`config.mk`:
```
export PLATFORM = sky130hd
export DESIGN_NAME = mac_unit
export DESIGN_NICKNAME = d
export VERILOG_FILES = /design/src/core/mac_pkg.sv /design/src/core/mac_unit.sv /design/src/core/mac_dly.sv
export SDC_FILE = /design/constraint.sdc
export NUM_CORES = 2
export LEC_CHECK = 0
export BUFFER_PORTS_ARGS = -buffer_cell sky130_fd_sc_hd__buf_2
export CORE_MARGIN = 2
export CORE_UTILIZATION = 40
export CTS_CLUSTER_SIZE = 12
export DETAILED_ROUTE_END_ITERATION = 8
export GPL_TIMING_DRIVEN = 0
export PLACE_DENSITY = 0.58
export SLEW_MARGIN = 20
export SYNTH_ARGS = -nofsm -noshare
export SYNTH_HDL_FRONTEND = slang
export SYNTH_HIERARCHICAL = 1
export SYNTH_SLANG_ARGS = --single-unit
```
`constraint.sdc`:
```
create_clock -name pclk -period 24.2 [get_ports pclk]
set_input_delay 7.26 -clock pclk [delete_from_list [all_inputs] [get_ports pclk]]
set_output_delay 7.26 -clock pclk [all_outputs]
set_load 0.01 [all_outputs]
```
`src/core/mac_pkg.sv`:
```
// Constants shared by the multiply-accumulate unit and its delay line.
// Assumes a single 250 MHz clock and an APB slave port for configuration.
`default_nettype none
package mac_pkg;
	// ==========================================================
	// Datapath widths
	localparam int A_W = 18;
	localparam int B_W = 18;
	localparam int P_W = 38;
	localparam int R_W = 52;
	localparam int UP_W = 8;
	localparam int DLY_DEPTH = 12;
	localparam int TAP_W = 4;
	localparam int SEL_W = 2;
	localparam int ADDR_W = 12;
	// ==========================================================
	// Register byte offsets
	localparam logic [11:0] OFF_CFG = 12'h000;
	localparam logic [11:0] OFF_RES_LO = 12'h004;
	localparam logic [11:0] OFF_RES_HI = 12'h008;
	// ==========================================================
	// Configuration field positions
	localparam int CFG_SL_REG = 0;
	localparam int CFG_SL_CLK = 1;
	localparam int CFG_SL_CLR = 3;
	localparam int CFG_PL_EN = 5;
	localparam int CFG_PL_CLK = 6;
	localparam int CFG_PL_CLR = 8;
	localparam int CFG_MR_EN = 10;
	localparam int CFG_MR_CLK = 11;
	localparam int CFG_MR_CLR = 13;
	localparam int CFG_LAT = 15;
	localparam int CFG_AC_CLK = 19;
	localparam int CFG_AC_CLR = 21;
	localparam int CFG_OVF_EN = 23;
	localparam int CFG_W = 24;
	localparam int RES_HI_OVF = 31;
	// ==========================================================
	// Reset values and codes
	localparam logic [23:0] CFG_RST = 24'hE06318;
	localparam logic [1:0] CLR_NONE = 2'h3;
	localparam logic [3:0] LAT_CODE_LAST = 4'h8;
	localparam logic [3:0] LAT_TAP_LONG = 4'hC;
endpackage : mac_pkg
`default_nettype wire

```
`src/core/mac_unit.sv`:
```
// Multiply-accumulate datapath with APB configuration and result readback.
// Assumes operands and controls are synchronous to pclk; the four clock
// sources appear as enables on pclk.
//
// Register access over APB and the register offsets were left to the implementer.
`default_nettype none
module mac_unit (
	input wire logic pclk,
	input wire logic presetn,
	input wire logic psel,
	input wire logic penable,
	input wire logic pwrite,
	input wire logic [mac_pkg::ADDR_W-1:0] paddr,
	input wire logic [31:0] pwdata,
	output logic [31:0] prdata,
	output logic pready,
	output logic pslverr,
	input wire logic clock_enable_first,
	input wire logic clock_enable_second,
	input wire logic clock_enable_third,
	input wire logic clock_enable_fourth,
	input wire logic async_clear_first,
	input wire logic async_clear_second,
	input wire logic async_clear_third,
	input wire logic async_clear_fourth,
	input wire logic [mac_pkg::A_W-1:0] operand_a,
	input wire logic [mac_pkg::B_W-1:0] operand_b,
	input wire logic sign_a,
	input wire logic sign_b,
	input wire logic add_sub,
	input wire logic sync_load,
	input wire logic [mac_pkg::UP_W-1:0] sync_load_upper,
	output logic [mac_pkg::R_W-1:0] result,
	output logic overflow
);
	// ==========================================================
	// Declarations
	logic [mac_pkg::CFG_W-1:0] cfg_ff;
	logic [31:0] prdata_ff;
	logic [3:0] ce_vec;
	logic [3:0] clr_vec;
	logic [1:0] sl_clk, sl_clr, pl_clk, pl_clr, mr_clk, mr_clr, ac_clk, ac_clr;
	logic sl_reg_en, pl_en, mr_en, ovf_en;
	logic [3:0] lat_code;
	logic [mac_pkg::TAP_W-1:0] lat_tap;
	logic sl_ce, pl_ce, mr_ce, ac_ce;
	logic sl_clr_act, pl_clr_act, mr_clr_act, ac_clr_act;
	logic sl_rst_n, pl_rst_n, mr_rst_n, ac_rst_n;
	logic sl_in_ff, sl_pipe_ff, sl_stage, sl_eff;
	logic signed [mac_pkg::A_W:0] ext_a;
	logic signed [mac_pkg::B_W:0] ext_b;
	logic signed [mac_pkg::P_W-1:0] prod;
	logic [mac_pkg::P_W-1:0] mr_ff, mr_out, dly_out;
	logic [mac_pkg::R_W-1:0] prod_ext, feedback, result_ff, nxt_result;
	logic [mac_pkg::R_W:0] sum_wide;
	logic nxt_ovf, ovf_ff;
	logic acc_fire, apb_wr, apb_rd_setup, hit_cfg, hit_lo, hit_hi, addr_hit;
	logic [31:0] rd_mux;

	// ==========================================================
	// Configuration field decode
	assign sl_reg_en = cfg_ff[mac_pkg::CFG_SL_REG];
	assign sl_clk = cfg_ff[mac_pkg::CFG_SL_CLK +: 2];
	assign sl_clr = cfg_ff[mac_pkg::CFG_SL_CLR +: 2];
	assign pl_en = cfg_ff[mac_pkg::CFG_PL_EN];
	assign pl_clk = cfg_ff[mac_pkg::CFG_PL_CLK +: 2];
	assign pl_clr = cfg_ff[mac_pkg::CFG_PL_CLR +: 2];
	assign mr_en = cfg_ff[mac_pkg::CFG_MR_EN];
	assign mr_clk = cfg_ff[mac_pkg::CFG_MR_CLK +: 2];
	assign mr_clr = cfg_ff[mac_pkg::CFG_MR_CLR +: 2];
	assign lat_code = cfg_ff[mac_pkg::CFG_LAT +: 4];
	assign ac_clk = cfg_ff[mac_pkg::CFG_AC_CLK +: 2];
	assign ac_clr = cfg_ff[mac_pkg::CFG_AC_CLR +: 2];
	assign ovf_en = cfg_ff[mac_pkg::CFG_OVF_EN];

	// ==========================================================
	// Clock-enable and clear selection per stage
	assign ce_vec = {clock_enable_fourth, clock_enable_third,
		clock_enable_second, clock_enable_first};
	assign clr_vec = {async_clear_fourth, async_clear_third,
		async_clear_second, async_clear_first};
	assign sl_ce = ce_vec[sl_clk];
	assign pl_ce = ce_vec[pl_clk];
	assign mr_ce = ce_vec[mr_clk];
	assign ac_ce = ce_vec[ac_clk];
	// Code 3 means no clear on the load, pipeline and multiplier stages; on the accumulator it selects the fourth clear
	assign sl_clr_act = (sl_clr != mac_pkg::CLR_NONE) && clr_vec[sl_clr];
	assign pl_clr_act = (pl_clr != mac_pkg::CLR_NONE) && clr_vec[pl_clr];
	assign mr_clr_act = (mr_clr != mac_pkg::CLR_NONE) && clr_vec[mr_clr];
	assign ac_clr_act = clr_vec[ac_clr];
	// Clears act without the clock, merged with the bus reset
	assign sl_rst_n = presetn & ~sl_clr_act;
	assign pl_rst_n = presetn & ~pl_clr_act;
	assign mr_rst_n = presetn & ~mr_clr_act;
	assign ac_rst_n = presetn & ~ac_clr_act;

	// ==========================================================
	// Load control path: optional input register then pipeline register
	always_ff @(posedge pclk or negedge sl_rst_n) begin
		if (!sl_rst_n) begin
			sl_in_ff <= 1'b0;
		end else if (sl_ce) begin
			sl_in_ff <= sync_load;
		end
	end

	// Extra stage on the load path
	always_ff @(posedge pclk or negedge pl_rst_n) begin
		if (!pl_rst_n) begin
			sl_pipe_ff <= 1'b0;
		end else if (pl_ce) begin
			sl_pipe_ff <= sl_stage;
		end
	end

	// Bypass muxes for unregistered options
	assign sl_stage = sl_reg_en ? sl_in_ff : sync_load;
	assign sl_eff = pl_en ? sl_pipe_ff : sl_stage;

	// ==========================================================
	// Multiplier with per-operand signedness
	assign ext_a = {sign_a & operand_a[mac_pkg::A_W-1], operand_a};
	assign ext_b = {sign_b & operand_b[mac_pkg::B_W-1], operand_b};
	assign prod = ext_a * ext_b;

	// Optional register after the multiplier
	always_ff @(posedge pclk or negedge mr_rst_n) begin
		if (!mr_rst_n) begin
			mr_ff <= '0;
		end else if (mr_ce) begin
			mr_ff <= prod;
		end
	end
	assign mr_out = mr_en ? mr_ff : prod;

	// Codes 0..8 give that many cycles; any higher code gives 12
	assign lat_tap = (lat_code <= mac_pkg::LAT_CODE_LAST) ? lat_code :
		mac_pkg::LAT_TAP_LONG;

	// Latency stages share the multiplier register's enable and clear
	mac_dly u_dly (
		.pclk(pclk),
		.rst_n(mr_rst_n),
		.shift_en(mr_ce),
		.din(mr_out),
		.tap(lat_tap),
		.dout(dly_out)
	);

	// ==========================================================
	// Accumulator adder
	assign prod_ext = {{(mac_pkg::R_W-mac_pkg::P_W){dly_out[mac_pkg::P_W-1]}},
		dly_out};
	// Load replaces the stored value with upper data and zeros
	assign feedback = sl_eff ?
		{sync_load_upper, {(mac_pkg::R_W-mac_pkg::UP_W){1'b0}}} :
		result_ff;
	// Add when high, subtract when low, one bit wider for overflow
	assign sum_wide = add_sub ?
		{feedback[mac_pkg::R_W-1], feedback} +
		{prod_ext[mac_pkg::R_W-1], prod_ext} :
		{feedback[mac_pkg::R_W-1], feedback} -
		{prod_ext[mac_pkg::R_W-1], prod_ext};
	assign nxt_result = sum_wide[mac_pkg::R_W-1:0];
	assign nxt_ovf = sum_wide[mac_pkg::R_W] ^ sum_wide[mac_pkg::R_W-1];
	assign acc_fire = ac_ce;

	// Accumulator and overflow registers
	always_ff @(posedge pclk or negedge ac_rst_n) begin
		if (!ac_rst_n) begin
			result_ff <= '0;
			ovf_ff <= 1'b0;
		end else if (acc_fire) begin
			result_ff <= nxt_result;
			ovf_ff <= nxt_ovf;
		end
	end
	assign result = result_ff;
	assign overflow = ovf_ff & ovf_en;

	// ==========================================================
	// APB slave: zero wait states, error on unmapped offsets
	assign hit_cfg = (paddr == mac_pkg::OFF_CFG);
	assign hit_lo = (paddr == mac_pkg::OFF_RES_LO);
	assign hit_hi = (paddr == mac_pkg::OFF_RES_HI);
	assign addr_hit = hit_cfg | hit_lo | hit_hi;
	assign apb_wr = psel & penable & pwrite & hit_cfg;
	assign apb_rd_setup = psel & ~penable & ~pwrite;
	assign pready = 1'b1;
	assign pslverr = psel & penable & ~addr_hit;
	assign rd_mux = hit_cfg ? {{(32-mac_pkg::CFG_W){1'b0}}, cfg_ff} :
		hit_lo ? result_ff[31:0] :
		hit_hi ? {ovf_ff, {(63-mac_pkg::R_W){1'b0}},
		result_ff[mac_pkg::R_W-1:32]} :
		32'h00000000;

	// Configuration register and registered read data
	always_ff @(posedge pclk or negedge presetn) begin
		if (!presetn) begin
			cfg_ff <= mac_pkg::CFG_RST;
			prdata_ff <= 32'h00000000;
		end else begin
			if (apb_wr) begin
				cfg_ff <= pwdata[mac_pkg::CFG_W-1:0];
			end
			if (apb_rd_setup) begin
				prdata_ff <= rd_mux;
			end
		end
	end
	assign prdata = prdata_ff;

	// ==========================================================
	// Assertions

	// Load seeds the accumulator from the product and upper data
	AST_LOAD_ADD: assert property (@(posedge pclk)
		disable iff (!presetn)
		(sl_eff && add_sub && ac_ce && !ac_clr_act && sync_load_upper == '0)
		|=> ac_clr_act || result_ff == $past(prod_ext))
		else $error("load while adding did not take the product");
	AST_LOAD_SUB: assert property (@(posedge pclk)
		disable iff (!presetn)
		(sl_eff && !add_sub && ac_ce && !ac_clr_act && sync_load_upper == '0)
		|=> ac_clr_act || result_ff == ('0 - $past(prod_ext)))
		else $error("load while subtracting did not take minus product");
	AST_FEEDBACK: assert property (@(posedge pclk)
		disable iff (!presetn)
		(sl_eff && add_sub && ac_ce && !ac_clr_act)
		|=> ac_clr_act || result_ff ==
		{$past(sync_load_upper), {(mac_pkg::R_W-mac_pkg::UP_W){1'b0}}} +
		$past(prod_ext))
		else $error("load did not restart from the upper data");

	// Accumulation without load, and its enable and clear
	AST_ACC_ADD: assert property (@(posedge pclk)
		disable iff (!presetn)
		(!sl_eff && add_sub && ac_ce && !ac_clr_act)
		|=> ac_clr_act ||
		result_ff == $past(result_ff) + $past(prod_ext))
		else $error("accumulate add wrong");
	AST_ACC_SUB: assert property (@(posedge pclk)
		disable iff (!presetn)
		(!sl_eff && !add_sub && ac_ce && !ac_clr_act)
		|=> ac_clr_act ||
		result_ff == $past(result_ff) - $past(prod_ext))
		else $error("accumulate subtract wrong");
	AST_CLEAR: assert property (@(posedge pclk)
		disable iff (!presetn)
		ac_clr_act |-> result == '0 && !overflow)
		else $error("accumulator not held clear");
	AST_HOLD: assert property (@(posedge pclk)
		disable iff (!presetn)
		(!ac_ce && !ac_clr_act) |=> ac_clr_act || $stable(result_ff))
		else $error("accumulator changed without its enable");

	// Load control registers move only on their own enabled edge
	AST_SL_REG: assert property (@(posedge pclk)
		disable iff (!presetn)
		(sl_ce && !sl_clr_act)
		|=> sl_clr_act || sl_in_ff == $past(sync_load))
		else $error("load input register missed its edge");
	AST_SL_HOLD: assert property (@(posedge pclk)
		disable iff (!presetn)
		(!sl_ce && !sl_clr_act) |=> sl_clr_act || $stable(sl_in_ff))
		else $error("load input register changed without its enable");
	AST_PIPE: assert property (@(posedge pclk)
		disable iff (!presetn)
		(pl_en && pl_ce && !pl_clr_act)
		|=> pl_clr_act || !pl_en || sl_eff == $past(sl_stage))
		else $error("load pipeline register missed its edge");

	// Multiplier latency, overflow and signedness
	AST_LAT_ONE: assert property (@(posedge pclk)
		disable iff (!presetn)
		(lat_tap == 4'h1 && mr_ce && !mr_clr_act && $stable(lat_tap))
		|=> mr_clr_act || lat_tap != 4'h1 ||
		dly_out == $past(mr_out))
		else $error("one-cycle multiplier latency wrong");
	AST_OVF: assert property (@(posedge pclk)
		disable iff (!presetn)
		(ovf_en && ac_ce && !ac_clr_act && $past(ovf_en))
		|=> ac_clr_act || !ovf_en ||
		overflow == ($past(sum_wide[mac_pkg::R_W]) !=
		$past(sum_wide[mac_pkg::R_W-1])))
		else $error("overflow flag wrong");
	AST_UNSIGNED: assert property (@(posedge pclk)
		disable iff (!presetn)
		(!sign_a && !sign_b) |-> !prod[mac_pkg::P_W-1])
		else $error("unsigned product came out negative");
endmodule : mac_unit
`default_nettype wire

```
`src/core/mac_dly.sv`:
```
// Delay line giving the multiplier product 0..12 extra cycles.
// Assumes the caller supplies the stage enable and combined reset.
`default_nettype none
module mac_dly (
	input wire logic pclk,
	input wire logic rst_n,
	input wire logic shift_en,
	input wire logic [mac_pkg::P_W-1:0] din,
	input wire logic [mac_pkg::TAP_W-1:0] tap,
	output logic [mac_pkg::P_W-1:0] dout
);
	// ==========================================================
	// Stage storage
	logic [mac_pkg::P_W-1:0] stage_ff [mac_pkg::DLY_DEPTH];
	logic [mac_pkg::TAP_W-1:0] tap_idx;

	// One flip-flop rank per extra cycle of latency
	genvar gi;
	generate
		for (gi = 0; gi < mac_pkg::DLY_DEPTH; gi++) begin : g_stage
			logic [mac_pkg::P_W-1:0] stage_in;
			if (gi == 0) begin : g_first
				assign stage_in = din;
			end else begin : g_next
				assign stage_in = stage_ff[gi-1];
			end
			always_ff @(posedge pclk or negedge rst_n) begin
				if (!rst_n) begin
					stage_ff[gi] <= '0;
				end else if (shift_en) begin
					stage_ff[gi] <= stage_in;
				end
			end
		end
	endgenerate

	// Tap select; tap zero bypasses the line
	assign tap_idx = tap - 4'h1;
	assign dout = (tap == '0) ? din : stage_ff[tap_idx];
endmodule : mac_dly
`default_nettype wire

```
==> out/metrics.yaml <==
timing:
  setup_ws_ps: 4450
  hold_viol_final: 0
  tns_ps: 0
  post-route-period-util_pct: 81.6
  fin_worst_skew_ps: 52.3
  rsz0062_at_grt: "no"
  period_needed_ps: 19750
  tightest_slew_ps: 1180
  setup_viol: 0
  fmax_mhz: 50.6
  final-max-slew-violation-count: 0
  maxSlewHeadroom_pct: 20.7
synthesis:
  synthSimpleGateAreaFrac_pct: 9.70
  ys_warn_count: 6
  synth_xor_area_share_pct: 2.52
  synth_adder_area_share_pct: 21.3
  synth_mux_area_share_pct: 19.7
  synth.avg_cell_area_um2: 11.2
  syn_inst: 4003
  syn_nets: 4645
  ys_async_sr_fraction_pct: 100
  ys_types: 89
  synth_edf_count: 0
  yosysSeqAreaShare_pct: 33.9
  ys.flop_type: "dfrtp_1"
  synth_top_family_by_area: "adder cells"
  synth_compound_area_share_pct: 7.51
  synth_seq_cells: 605
  netlist_area_mm2: 0.0447
place:
  place_ws_ps: 4040
  place.gp.congestion: 0.921
  dp_hpwl_mm: 102
  io_buffers: 164
drt:
  wl_met3_mm: 6.29
  vias: 31100
  wl_met1_mm: 58.0
  wl_mm: 130
  dr.pass1.iters: 5
  ant_nets: 0
  top_layer_used: "met5"
  drc_errors: 0
  drtIter0Drc: 2188
  via_per_inst: 5.37
  route.met2.wl_mm: 62.9
  avgRoutedWirePerCell_um: 22.4
floorplan:
  initial_core_util_pct: 40.3
  num_rows: 122
  dieArea_mm2: 0.114
  dieHeight_um: 338
  core-area_mm2: 0.111
  io_pins: 192
  dieWidth_um: 338
clocking:
  cts_resized: 0
  insertion_delay_ps: 630
  cts_inserted_buffers: 69
  cts_setup_buffers: 0
  cts_tree: "built"
  cts.reportedPaths.clkPinSlew_ps: 60
  ctsRootBufferMaster: "clkbuf_16"
  htree_levels: 3
  cts_hold_buf: 0
  max-clock-path-buffers: 3
  cts_sinks: 605
cells_and_area:
  nNetsFinal: 4894
  drive_gt1_share_pct: 23.4
  final_common_cell: "dfrtp_1"
  area_delta_synth_final_pct: 12.2
  mostFrequentLayoutCells: "596 x dfrtp_1, 519 x mux2_2, 477 x nand2_1"
worst_setup_path:
  crit_slowest_cell: "a2111oi_0"
  critPathKind: "input pin to flip-flop"
  required_ps: 24750
  crit_top_cell: "fa_1"
  cpPeakStageDelay_ps: 840
  endpoint_kind: "flip-flop"
  cp_max_fo: 10
  worst-endpoint-arrival_ps: 20310
  cp-start-kind: "input pin"
global_route:
  grt-ovfl-total: 0
  grt_max_degree: 53
  groute.usage.overall_pct: 22.9
  grt_pass1_wl_mm: 202
  antenna_found_initial: 12
  grt_pass1_vias: 32700
status:
  status: "complete, no violations"
flow_run:
  maxCapViolCount: 0
hold_path:
  hold_path.class: "flip-flop to asynchronous set/reset pin"
routing by layer:
metal / GRT usage (%) / up-vias
met1: 31.8 / 16200
met5: 0 / -
met4: 4.84 / 6
met2: 38.5 / 765
li1: - / 14000
met3: 3.09 / 161
cell families (layout without fill, tap and decap cells):
logic type	Yosys count	count (layout)
AND/OR/NAND/NOR	923	923
adder cells (fa/ha/maj)	537	537
XOR/XNOR	126	126
buffers and inverters	626	926
multiplexers	668	668
flip-flops	605	605
other	1	8
AO/OA/AOI/OAI	517	517
per-stage QoR:
| step | hold WS [ps] | cells | instance area [µm²] | utilization, % |
|---|---|---|---|---|
| global route | 300 | 5795 | 50100 | 45.2 |
| global placement | 274 | 5655 | 47400 | 42.8 |
| detailed placement | 278 | 5669 | 47800 | 43.1 |
| CTS | 282 | 5791 | 50100 | 45.2 |
| floorplan | 253 | 4003 | 44700 | - |
| finish | 279 | 5798 | 50100 | 45.3 |
final timing paths:
path	start	end	slack, ps	cells after the start
max	operand_a[2]	ovf_ff	4450	38
min	cfg_ff[9]	sl_pipe_ff	280	2
max reg2reg	cfg_ff[15]	ovf_ff	15240	29
min reg2reg	cfg_ff[9]	sl_pipe_ff	280	2
max in group asynchronous	presetn	mr_ff[11]	15520	7
min in group pclk	mr_ff[5]	mr_ff[5]	470	2
cell usage after synthesis, types with 6 or more instances:
master / count / area, µm²
nor3_1: 19 / 95.1
nor3b_1: 6 / 45.0
nand3_1: 20 / 100
o211ai_1: 8 / 60.1
mux4_2: 117 / 2640
nor4_1: 6 / 37.5
nand4_1: 10 / 62.6
dfstp_2: 9 / 236
mux2_2: 519 / 5840
o31ai_1: 26 / 195
o21ai_0: 147 / 736
o21ai_1: 8 / 40.0
nand2b_1: 9 / 56.3
fa_1: 371 / 7430
mux2i_1: 32 / 320
nor2b_1: 9 / 56.3
xor2_1: 68 / 596
o21a_1: 7 / 52.6
a211oi_1: 6 / 45.0
clkbuf_1: 186 / 698
buf_1: 8 / 30.0
o21bai_1: 14 / 105
inv_1: 401 / 1510
a31oi_1: 6 / 37.5
buf_2: 24 / 120
or2_2: 7 / 43.8
a21oi_1: 163 / 816
nor2_1: 120 / 450
nand2_1: 477 / 1790
a221o_1: 41 / 410
a21o_1: 38 / 285
xnor2_1: 56 / 490
and2_1: 204 / 1280
dfrtp_1: 596 / 14900
a22o_1: 8 / 70.1
ha_1: 166 / 2080
or3_1: 7 / 43.8
flip-flops by register name, indices dropped and copies added, names as in the netlist:
| signal | cells |
|---|---|
| ovf_ff | 1 |
| u_dly/g_stage.stage_in | 418 |
| u_dly/stage_ff | 38 |
| prdata | 32 |
| mr_ff | 38 |
| result | 52 |
| cfg_ff | 24 |
| sl_pipe_ff | 1 |
| sl_in_ff | 1 |
critical path, delay by kind of cell:
kind            cells  cell delay, ps
fa+ha+maj           9            4230
buf+inv             5            1490
simple gates        7            1550
compound gates     14            4740
xor+xnor            2             640
mux                 1             380
final cells by class:
| class | instances | area (µm²) |
|---|---|---|
| fill | 10500 | 60700 |
| multi-input combinational | 2772 | 27100 |
| sequential | 605 | 15200 |
| clock buffer | 104 | 2060 |
| tap | 1488 | 1860 |
| inverter | 401 | 1510 |
| timing repair buffer | 178 | 1180 |
| buffer | 225 | 920 |
| clock inverter | 18 | 305 |
| antenna | 7 | 17.5 |
Power is not shown: default switching activity piles up to over one toggle a cycle in this logic, so the estimate is an artifact.
